## config.mk

```make
export PLATFORM = sky130hd
export DESIGN_NAME = cdd_cmd_decode
export DESIGN_NICKNAME = d
export VERILOG_FILES = /design/src/hw/cmd_decode.v
export VERILOG_INCLUDE_DIRS = /design/src /design/src/hw
export SDC_FILE = /design/constraint.sdc
export NUM_CORES = 1
export LEC_CHECK = 0
export BUFFER_PORTS_ARGS = -buffer_cell sky130_fd_sc_hd__buf_2
export CAP_MARGIN = 20
export CORE_UTILIZATION = 49
export DETAILED_ROUTE_END_ITERATION = 10
export GPL_TIMING_DRIVEN = 0
export PLACE_DENSITY = 0.76
export REMOVE_ABC_BUFFERS = 1
export SLEW_MARGIN = 20
export SYNTH_ARGS = -nofsm -noshare
export SYNTH_HDL_FRONTEND = slang
export SYNTH_SLANG_ARGS = --single-unit
```

## constraint.sdc

```tcl
create_clock -name aclk -period 2.03 [get_ports aclk]
set_clock_uncertainty 0.1 [all_clocks]
set_input_delay 0.406 -clock aclk [delete_from_list [all_inputs] [get_ports aclk]]
set_output_delay 0.406 -clock aclk [all_outputs]
set_load 0.02 [all_outputs]
```

## src/hw/cmd_decode_defs.vh

```
// Purpose: constants for the module command input decoder
// Assumes: included by hw/cmd_decode.v and by the bench checker and testbench
// Notes: register offsets are byte addresses on the axi4-lite slave
// Contract
// - capture inputs on rising true clock
// - rank select high masks the command
// - chip id selects stack die
// - termination input enables nominal termination
// - termination ignored when mode register one disables
// - activate low: pins are row a16..a14
// - activate high: pins encode other commands
// - bank group selects group, mrs register
// - bank address selects bank, mrs register
// - address gives row, column or opcode
// - a17 valid only for 16gb x4
// - a10 high on access: auto precharge
// - a10 on precharge: one or all
// - a12 low on access: burst chopped
// - reset low resets; controller keeps high
// - clock enable low gives power states
// - power states gate input buffers
// - self refresh exit sampled synchronously
// - crc appended when enabled
// - mode register four a4 shows reference
// - thermal event drives active-low output
`ifndef CMD_DECODE_DEFS_VH
`define CMD_DECODE_DEFS_VH
// ----------------------------------------
// register byte offsets
// ----------------------------------------
`define CDD_REG_CTRL 4'h0
`define CDD_REG_STATUS 4'h4
`define CDD_REG_CMD 4'h8
`define CDD_REG_ADDR 4'hc
// ----------------------------------------
// control fields
// ----------------------------------------
`define CDD_CTRL_TERM_EN 0
`define CDD_CTRL_CRC_EN 1
`define CDD_CTRL_VREF_MON 2
`define CDD_CTRL_A17_VALID 3
`define CDD_CTRL_STACK_LO 4
`define CDD_CTRL_STACK_HI 5
`define CDD_CTRL_RESET 8'h01
// ----------------------------------------
// decoded command codes
// ----------------------------------------
`define CDD_CMD_NOP 4'h0
`define CDD_CMD_ACT 4'h1
`define CDD_CMD_RD 4'h2
`define CDD_CMD_WR 4'h3
`define CDD_CMD_PRE 4'h4
`define CDD_CMD_PREA 4'h5
`define CDD_CMD_REF 4'h6
`define CDD_CMD_MRS 4'h7
`define CDD_CMD_SRE 4'h8
`define CDD_CMD_ZQ 4'h9
// ----------------------------------------
// power states
// ----------------------------------------
`define CDD_PS_ACTIVE 2'h0
`define CDD_PS_PPD 2'h1
`define CDD_PS_APD 2'h2
`define CDD_PS_SR 2'h3
`endif

```

## src/hw/cmd_decode.v

```verilog
// Purpose: command, address and control input decoder of a memory module
// Assumes: pins arrive from the host asynchronously, sampled on aclk
// Notes: decoded command leaves as a one-cycle pulse with fields registered
`timescale 1ns/100ps
`default_nettype none
`include "cmd_decode_defs.vh"
module cdd_cmd_decode (
    input wire aclk,
    input wire aresetn,
    input wire clk_en,
    // memory pins
    input wire rank_sel_n,
    input wire [2:0] chip_id,
    input wire act_n,
    input wire ras_n_a16,
    input wire cas_n_a15,
    input wire we_n_a14,
    input wire [1:0] bank_group,
    input wire [1:0] bank_addr,
    input wire [13:0] addr_lo,
    input wire addr_a17,
    input wire term_ctl,
    input wire mem_cke,
    input wire mem_reset_n,
    input wire thermal_event,
    input wire burst_done,
    // decoded outputs
    output reg cmd_valid,
    output reg [3:0] cmd_code,
    output reg [2:0] cmd_die,
    output reg [1:0] cmd_bg,
    output reg [1:0] cmd_ba,
    output reg [17:0] cmd_addr,
    output reg cmd_auto_pre,
    output reg cmd_chop,
    output reg [3:0] mrs_select,
    output reg nominal_termination_value,
    output reg crc_append,
    output reg vref_monitor,
    output reg event_n,
    output reg [1:0] power_state,
    // axi4-lite slave
    input wire [3:0] s_awaddr,
    input wire s_awvalid,
    output wire s_awready,
    input wire [31:0] s_wdata,
    input wire [3:0] s_wstrb,
    input wire s_wvalid,
    output wire s_wready,
    output reg [1:0] s_bresp,
    output reg s_bvalid,
    input wire s_bready,
    input wire [3:0] s_araddr,
    input wire s_arvalid,
    output wire s_arready,
    output reg [31:0] s_rdata,
    output reg [1:0] s_rresp,
    output reg s_rvalid,
    input wire s_rready
);
    // ----------------------------------------
    // pin synchronisers
    // ----------------------------------------
    // packed pin word, one bit per synchronised input except rank select and chip id
    localparam W = 32;
    wire [W-1:0] pin_raw;
    reg [W-1:0] pin_s1_q;
    reg [W-1:0] pin_s2_q;
    // four spare bits pad the word to its full width
    assign pin_raw = {4'h0, burst_done, thermal_event, mem_reset_n, mem_cke, term_ctl, addr_a17,
                      addr_lo, bank_addr, bank_group, we_n_a14, cas_n_a15, ras_n_a16, act_n};
    // two flops per pin, sampled on the rising edge
    always @(posedge aclk) begin
        if (!aresetn) begin
            pin_s1_q <= 32'h00000000;
            pin_s2_q <= 32'h00000000;
        end else if (clk_en) begin
            pin_s1_q <= pin_raw;
            pin_s2_q <= pin_s1_q;
        end
    end
    // rank select and chip id, separate for clarity
    reg rank_s1_q, rank_s2_q;
    reg [2:0] cid_s1_q, cid_s2_q;
    always @(posedge aclk) begin
        if (!aresetn) begin
            rank_s1_q <= 1'b1;
            rank_s2_q <= 1'b1;
            cid_s1_q <= 3'h0;
            cid_s2_q <= 3'h0;
        end else if (clk_en) begin
            rank_s1_q <= rank_sel_n;
            rank_s2_q <= rank_s1_q;
            cid_s1_q <= chip_id;
            cid_s2_q <= cid_s1_q;
        end
    end
    // second stage taps, the only readers of the pin word
    wire s_act_n = pin_s2_q[0];
    wire s_ras = pin_s2_q[1];
    wire s_cas = pin_s2_q[2];
    wire s_we = pin_s2_q[3];
    wire [1:0] s_bg = pin_s2_q[5:4];
    wire [1:0] s_ba = pin_s2_q[7:6];
    wire [13:0] s_alo = pin_s2_q[21:8];
    wire s_a17 = pin_s2_q[22];
    wire s_term = pin_s2_q[23];
    wire s_cke = pin_s2_q[24];
    wire s_mrst_n = pin_s2_q[25];
    wire s_therm = pin_s2_q[26];
    wire s_bdone = pin_s2_q[27];
    // ----------------------------------------
    // registers
    // ----------------------------------------
    reg [7:0] ctrl_q; // term, crc, vref, a17, stack
    reg [3:0] last_cmd_q; // last decoded command
    reg [17:0] last_addr_q; // last address
    reg [15:0] open_rows_q; // one bit per bank
    // ----------------------------------------
    // command truth table
    // ----------------------------------------
    // ras, cas, we pattern under a high activate strobe
    function [3:0] decode_cmd;
        input an, ras, cas, we, cke_prev, cke_now;
        begin
            if (!an)
                decode_cmd = `CDD_CMD_ACT;
            else begin
                case ({ras, cas, we})
                    // refresh with clock enable falling enters self refresh
                    3'b001: decode_cmd = (cke_prev && !cke_now) ? `CDD_CMD_SRE : `CDD_CMD_REF;
                    3'b000: decode_cmd = `CDD_CMD_MRS;
                    3'b101: decode_cmd = `CDD_CMD_RD;
                    3'b100: decode_cmd = `CDD_CMD_WR;
                    3'b010: decode_cmd = `CDD_CMD_PRE;
                    3'b110: decode_cmd = `CDD_CMD_ZQ;
                    default: decode_cmd = `CDD_CMD_NOP;
                endcase
            end
        end
    endfunction
    // die count allowed by the stack setting
    function die_ok;
        input [1:0] stack;
        input [2:0] die;
        begin
            case (stack)
                2'h0: die_ok = 1'b1;
                2'h1: die_ok = (die[2:1] == 2'h0);
                2'h2: die_ok = (die[2] == 1'b0);
                default: die_ok = 1'b1;
            endcase
        end
    endfunction
    // ----------------------------------------
    // power state machine
    // ----------------------------------------
    reg cke_prev_q;
    reg [1:0] ps_q, ps_d;
    wire [3:0] raw_cmd = decode_cmd(s_act_n, s_ras, s_cas, s_we, cke_prev_q, s_cke);
    // rank and die must both pick this module
    wire sel_ok = !rank_s2_q && die_ok(ctrl_q[5:4], cid_s2_q);
    wire in_sr = (ps_q == `CDD_PS_SR);
    wire in_pd = (ps_q == `CDD_PS_PPD) || (ps_q == `CDD_PS_APD);
    // buffers off in power states gate the command inputs
    wire cmd_take = sel_ok && (ps_q == `CDD_PS_ACTIVE) && s_cke;
    wire sre_take = sel_ok && (ps_q == `CDD_PS_ACTIVE) && (raw_cmd == `CDD_CMD_SRE);
    // next power state
    always @* begin
        ps_d = ps_q;
        case (ps_q)
            `CDD_PS_ACTIVE: begin
                if (sre_take)
                    ps_d = `CDD_PS_SR;
                // idle banks give precharge power-down, open rows active
                else if (cke_prev_q && !s_cke)
                    ps_d = (open_rows_q == 16'h0000) ? `CDD_PS_PPD : `CDD_PS_APD;
            end
            `CDD_PS_PPD, `CDD_PS_APD: begin
                // any high clock enable leaves power-down
                if (s_cke)
                    ps_d = `CDD_PS_ACTIVE;
            end
            `CDD_PS_SR: begin
                // exit wants a fresh rise, not a held high level
                if (s_cke && !cke_prev_q)
                    ps_d = `CDD_PS_ACTIVE;
            end
            default: ps_d = `CDD_PS_ACTIVE;
        endcase
    end
    // state, bank bookkeeping and decoded outputs
    // the module reset pin clears decoder state, not the control register
    wire full_rst = !aresetn || !s_mrst_n;
    wire [3:0] bank_idx = {s_bg, s_ba};
    always @(posedge aclk) begin
        if (full_rst) begin
            ps_q <= `CDD_PS_ACTIVE;
            cke_prev_q <= 1'b0;
            open_rows_q <= 16'h0000;
            cmd_valid <= 1'b0;
            cmd_code <= `CDD_CMD_NOP;
            cmd_die <= 3'h0;
            cmd_bg <= 2'h0;
            cmd_ba <= 2'h0;
            cmd_addr <= 18'h00000;
            cmd_auto_pre <= 1'b0;
            cmd_chop <= 1'b0;
            mrs_select <= 4'h0;
            last_cmd_q <= `CDD_CMD_NOP;
            last_addr_q <= 18'h00000;
        end else if (clk_en) begin
            ps_q <= ps_d;
            cke_prev_q <= s_cke;
            cmd_valid <= cmd_take && (raw_cmd != `CDD_CMD_NOP);
            if (cmd_take && (raw_cmd != `CDD_CMD_NOP)) begin
                // precharge with the all-banks bit reports as prea
                cmd_code <= (raw_cmd == `CDD_CMD_PRE && s_alo[10]) ? `CDD_CMD_PREA : raw_cmd;
                cmd_die <= cid_s2_q;
                cmd_bg <= s_bg;
                cmd_ba <= s_ba;
                // row keeps a16..a14 only on activate
                cmd_addr <= {(ctrl_q[`CDD_CTRL_A17_VALID] & s_a17),
                             (raw_cmd == `CDD_CMD_ACT) ? {s_ras, s_cas, s_we} : 3'h0, s_alo};
                // auto precharge and chop mean something only on accesses
                cmd_auto_pre <= (raw_cmd == `CDD_CMD_RD || raw_cmd == `CDD_CMD_WR) && s_alo[10];
                cmd_chop <= (raw_cmd == `CDD_CMD_RD || raw_cmd == `CDD_CMD_WR) && !s_alo[12];
                // mode register select reads zero for other commands
                mrs_select <= {s_bg[0], 1'b0, s_ba} & {4{raw_cmd == `CDD_CMD_MRS}};
                last_cmd_q <= raw_cmd;
                last_addr_q <= {s_a17, s_ras, s_cas, s_we, s_alo};
                // track open rows for power-down choice
                case (raw_cmd)
                    `CDD_CMD_ACT: open_rows_q <= open_rows_q | (16'h0001 << bank_idx);
                    `CDD_CMD_PRE: open_rows_q <= s_alo[10] ? 16'h0000 : (open_rows_q & ~(16'h0001 << bank_idx));
                    `CDD_CMD_RD, `CDD_CMD_WR: begin
                        if (s_alo[10])
                            open_rows_q <= open_rows_q & ~(16'h0001 << bank_idx);
                    end
                    default: open_rows_q <= open_rows_q;
                endcase
            end
        end
    end
    // ----------------------------------------
    // termination, crc, reference, thermal
    // ----------------------------------------
    always @(posedge aclk) begin
        if (full_rst) begin
            nominal_termination_value <= 1'b0;
            crc_append <= 1'b0;
            vref_monitor <= 1'b0;
            event_n <= 1'b1;
        end else if (clk_en) begin
            // termination stays live in power-down, off in self refresh
            nominal_termination_value <= s_term && ctrl_q[`CDD_CTRL_TERM_EN] && !in_sr;
            crc_append <= ctrl_q[`CDD_CTRL_CRC_EN] && s_bdone;
            vref_monitor <= ctrl_q[`CDD_CTRL_VREF_MON];
            event_n <= !s_therm;
        end
    end
    // reported state lags the internal one by a cycle
    always @(posedge aclk) begin
        if (full_rst)
            power_state <= `CDD_PS_ACTIVE;
        else if (clk_en)
            power_state <= ps_q;
    end
    // ----------------------------------------
    // axi4-lite slave
    // ----------------------------------------
    reg aw_q, w_q;
    reg [3:0] awaddr_q;
    reg [31:0] wdata_q;
    reg [3:0] wstrb_q;
    // write ready drops while a write is held or answered, read ready while a read is answered
    assign s_awready = !aw_q && !s_bvalid;
    assign s_wready = !w_q && !s_bvalid;
    assign s_arready = !s_rvalid;
    // write path: address and data in either order
    always @(posedge aclk) begin
        if (!aresetn) begin
            aw_q <= 1'b0;
            w_q <= 1'b0;
            awaddr_q <= 4'h0;
            wdata_q <= 32'h00000000;
            wstrb_q <= 4'h0;
            s_bvalid <= 1'b0;
            s_bresp <= 2'h0;
            ctrl_q <= `CDD_CTRL_RESET;
        end else if (clk_en) begin
            if (s_awvalid && s_awready) begin
                aw_q <= 1'b1;
                awaddr_q <= s_awaddr;
            end
            if (s_wvalid && s_wready) begin
                w_q <= 1'b1;
                wdata_q <= s_wdata;
                wstrb_q <= s_wstrb;
            end
            if (aw_q && w_q) begin
                aw_q <= 1'b0;
                w_q <= 1'b0;
                s_bvalid <= 1'b1;
                // unmapped writes answer slverr and change nothing
                if (awaddr_q == `CDD_REG_CTRL) begin
                    s_bresp <= 2'h0;
                    if (wstrb_q[0])
                        ctrl_q <= wdata_q[7:0];
                end else
                    s_bresp <= 2'h2;
            end else if (s_bvalid && s_bready)
                s_bvalid <= 1'b0;
        end
    end
    // read path
    always @(posedge aclk) begin
        if (!aresetn) begin
            s_rvalid <= 1'b0;
            s_rdata <= 32'h00000000;
            s_rresp <= 2'h0;
        end else if (clk_en) begin
            if (s_arvalid && s_arready) begin
                s_rvalid <= 1'b1;
                s_rresp <= 2'h0;
                // status gathers open rows, clock enable and state
                case (s_araddr)
                    `CDD_REG_CTRL: s_rdata <= {24'h000000, ctrl_q};
                    `CDD_REG_STATUS: s_rdata <= {open_rows_q, 12'h000, s_cke, in_pd, ps_q};
                    `CDD_REG_CMD: s_rdata <= {28'h0000000, last_cmd_q};
                    `CDD_REG_ADDR: s_rdata <= {14'h0000, last_addr_q};
                    // unmapped reads return zero with slverr
                    default: begin
                        s_rdata <= 32'h00000000;
                        s_rresp <= 2'h2;
                    end
                endcase
            end else if (s_rvalid && s_rready)
                s_rvalid <= 1'b0;
        end
    end
endmodule // cdd_cmd_decode
`default_nettype wire

```

==> summary.log <==
qor: job.maxCapViolations 0
qor: grt.first_pass_grt_wire_length 28,700 µm
qor: layout.area_growth_synth_to_finish 21.9%
qor: placement.placement.setup.worst_slack -0.792 ns
qor: yosys.synth_largest_type_area_fraction 48.2%
qor: sta.hold_fails_final_rpt 0
qor: routing.detail_route.wl_per_cell 16.2 µm
qor: clock_tree.cts.clk_slew.worst_paths 0.07 ns
qor: layout.fraction_of_the_core_area_covered_by_cells_at_the_end_of_the_flow 61.1%
qor: routing.antenna_nets_post_route 0
qor: routing.routed-via-count 6,248
qor: yosys.yosys.area.top_type dfxtp_1
qor: routing.drt-pass1-iter-count 4
qor: floorplanning.fp.dieW 129 µm
qor: routing.routed_wl 18,800 µm
qor: placement.gp_congestion 0.831
qor: sta.timing.max_slew.rel_slack 40.6%
qor: placement.io_buffers 136
qor: yosys.ys_async_sr_fraction 0%
qor: critical_path.critPathSlowestCell a2111oi_4
qor: critical_path.cp_cell_sequence inv_2, ha_4, nor2b_4, o21bai_4, a2111oi_4, buf_4, o22ai_1, a22o_1
qor: routing.via_per_inst 5.36
qor: clock_tree.cts_max_path_buffers 2
qor: yosys.yosys_warnings 0
qor: floorplanning.start_util 50.2%
qor: grt.gr-usage-all-layers 22.0%
qor: critical_path.cp-end-kind flop
qor: power_and_ir_drop.vdd_ir_drop_max 0.567 mV
qor: floorplanning.floorplan.die.height 129 µm
qor: floorplanning.rows 46
qor: yosys.postSynthAreaPerCell 9.56 µm²
qor: sta.final-setup-viol-count 0
qor: grt.initial_antenna_violation_count 0
qor: grt.pin_count_of_the_biggest_net_entering_global_routing 73
qor: sta.layout_setup_ws 0.0211 ns
qor: layout.num-fill-cells 1,333
qor: floorplanning.core 15,800 µm²
qor: critical_path.slowest_delay 0.46 ns
qor: clock_tree.tritoncts.num_buffers 17
qor: clock_tree.cts_num_sinks 191
qor: layout.drive_gt1_share 25.0%
qor: critical_path.critical_path.top_delay_family compound AO/OA/AOI/OAI gates
qor: yosys.ys_seq_elements 191
qor: critical_path.cp_data_arrival_time 2.22 ns
qor: clock_tree.cell_at_the_root_of_the_clock_tree clkbuf_16
qor: routing.detailedRoute.firstIterationViolations 332
qor: critical_path.critPathRequiredTime 2.24 ns
qor: layout.final_net_count 1,026
qor: critical_path.path_buf_inv 2
qor: yosys.number_of_distinct_library_cells_after_synthesis 59
qor: sta.timing.final.max_slew_violations 0
qor: yosys.synthTopCellsByArea dfxtp_1, mux2i_1, nor2b_1
qor: floorplanning.die_area 16,700 µm²
qor: clock_tree.htree_levels 4
qor: clock_tree.clkLatencyLatePin 0.43 ns
qor: grt.first_global_vias 5,626
qor: critical_path.worstSetupStartpointType flop
qor: yosys.synth_enable_flop_cells 0
qor: power_and_ir_drop.p_leak 3.89 nW
qor: yosys.synth-seq-area-share 48.2%
qor: sta.grt_setup_unrepaired true
qor: power_and_ir_drop.power.density 787 nW/µm²
qor: sta.worst_pin_slew 0.879 ns
qor: layout.inserted_diodes 0
qor: critical_path.worst-path-max-fanout 5
qor: yosys.postSynth.topFlopCell dfxtp_1
qor: clock_tree.post_cts_hold_buffers 0
qor: clock_tree.cts_tree built
qor: sta.period_needed 2.01 ns
qor: floorplanning.boundaryPins 167
qor: routing.drc_errors 0
qor: layout.seqCellArea 3840 µm²
qor: worst_hold_path.holdCritPathClass in2reg
qor: critical_path.setup.worst_path.class reg2reg
qor: run_status.outcome completed
qor: yosys.postSynthCellCount 830
qor: sta.max_clock_freq 498 MHz
qor: sta.post-route-period-util 99.0%
qor: grt.grt_remaining_overflow 0
qor: yosys.post_synth_instance_area 7940 µm²
qor: placement.dpl.hpwl 11,700 µm
qor: layout.multiInputGateArea 3860 µm²
per-layer routing:
metal | GRT usage [%] | share of wire [%]
met3 | 4.34 | 4.4
met4 | 8.24 | 1.2
met1 | 28.9 | 46
met5 | 0 | 0
met2 | 36.0 | 48
worst paths after layout:
kind                            depth (start not counted)         endpoint  slack [ns]          from
worst max-delay path                                    8  open_rows_q[15]        0.02     ctrl_q[5]
worst min-delay path                                    3        rank_s1_q         0.1    rank_sel_n
worst max register to register                          8  open_rows_q[15]        0.02     ctrl_q[5]
worst min register to register                          2     cmd_addr[16]        0.35  cmd_addr[16]
cells in the mapped netlist, drive strengths merged (3+ instances only):
cell,n
o22ai,7
a31oi,3
nand2b,7
nor4,6
o21ai,8
nor2,20
mux2i,79
mux4,4
ha,5
a22oi,30
a22o,12
o2bb2ai,8
a32oi,10
buf,37
nor3,9
nand4b,3
a21boi,11
nor2b,117
clkbuf,42
dfxtp,191
inv,9
nand3,11
nand2,109
and2,4
nor3b,6
a21oi,48
report_power, final:
part | switching, mW | internal, mW | leakage, nW
clock | 1.39 | 1.88 | 0.273
sequential | 0.0658 | 3.82 | 1.55
combinational | 0.238 | 0.224 | 2.07
total | 1.70 | 5.92 | 3.89
sequential cells by signal (all words and copies together) (netlist names), 3 cells and up:
register     count
pin_s2_q        28
s_rdata         32
awaddr_q         4
last_addr_q      4
cmd_die          3
mrs_select       3
open_rows_q     16
ctrl_q           8
cmd_addr        18
cid_s1_q         3
last_cmd_q       4
cmd_code         4
pin_s1_q        28
cid_s2_q         3
wdata_q          8
through the flow:
stage / instances / TNS [ns] / power (mW) / hold WS (ns) / instance area, µm²
finish: 1165 / 0 / 7.62 / 0.0990 / 9680
global route: 1165 / -0.260 / 7.88 / 0.0875 / 9680
CTS: 1153 / -0.0300 / 7.66 / 0.0832 / 9460
detailed placement: 1112 / -52.87 / 4.40 / 0.340 / 8690
global placement: 1105 / -395.39 / 4.38 / 0.339 / 8510
floorplan: 753 / -27.86 / 4.19 / 0.331 / 7560
placed cells by master (no fill, tap or decap), types with 4 or more instances in the layout:
| cell | instances |
|---|---|
| a21boi_0 | 10 |
| a21oi_1 | 46 |
| a22o_1 | 12 |
| a22oi_1 | 30 |
| a32oi_1 | 10 |
| buf_2 | 134 |
| buf_4 | 17 |
| clkbuf_16 | 19 |
| dfxtp_1 | 185 |
| dfxtp_4 | 5 |
| inv_1 | 5 |
| mux2i_1 | 79 |
| mux4_2 | 4 |
| nand2_1 | 108 |
| nand2b_1 | 7 |
| nand3_1 | 11 |
| nor2_1 | 19 |
| nor2b_1 | 116 |
| nor3_1 | 7 |
| nor3b_1 | 4 |
| nor4_1 | 5 |
| o21ai_0 | 8 |
| o22ai_1 | 6 |
| o2bb2ai_1 | 8 |
worst register-to-register path, stage by stage (launching register included):
cell and delay (ns):
dfxtp_4 0.36, inv_2 0.07, ha_4 0.11, nor2b_4 0.17, o21bai_4 0.12, a2111oi_4 0.46, buf_4 0.21, o22ai_1 0.08
a22o_1 0.20
layout make-up:
type | count | area share (%)
Tap cell | 216 | 2.79
Clock buffer | 22 | 4.80
Sequential cell | 191 | 39.7
Clock inverter | 9 | 1.14
Inverter | 9 | 0.401
Timing Repair Buffer | 165 | 11.3
Multi-Input combinational cell | 553 | 39.9
what timing repair did:
| item | 4_1_cts | 5_1_grt |
|---|---|---|
| endpoints found under the setup margin | 81 | 28 |
| cloned | 1 | 2 |
| pin swaps | 2 | 10 |
| setup buffers | 9 | 10 |
| resized for setup | 22 | 22 |
cells by family (layout without fill, tap and decap cells):
family / Yosys count / in the layout / synth area share, %
and+or+nand+nor: 311 / 311 / 21.0
DFF: 191 / 191 / 48.2
muxes: 85 / 85 / 11.4
other: 1 / 3 / 0.0472
buffers and inverters: 88 / 205 / 5.30
adders and majority gates: 5 / 5 / 0.788
AOI/OAI and AO/OA: 149 / 149 / 13.3
Power figures use the tool's default switching activity.
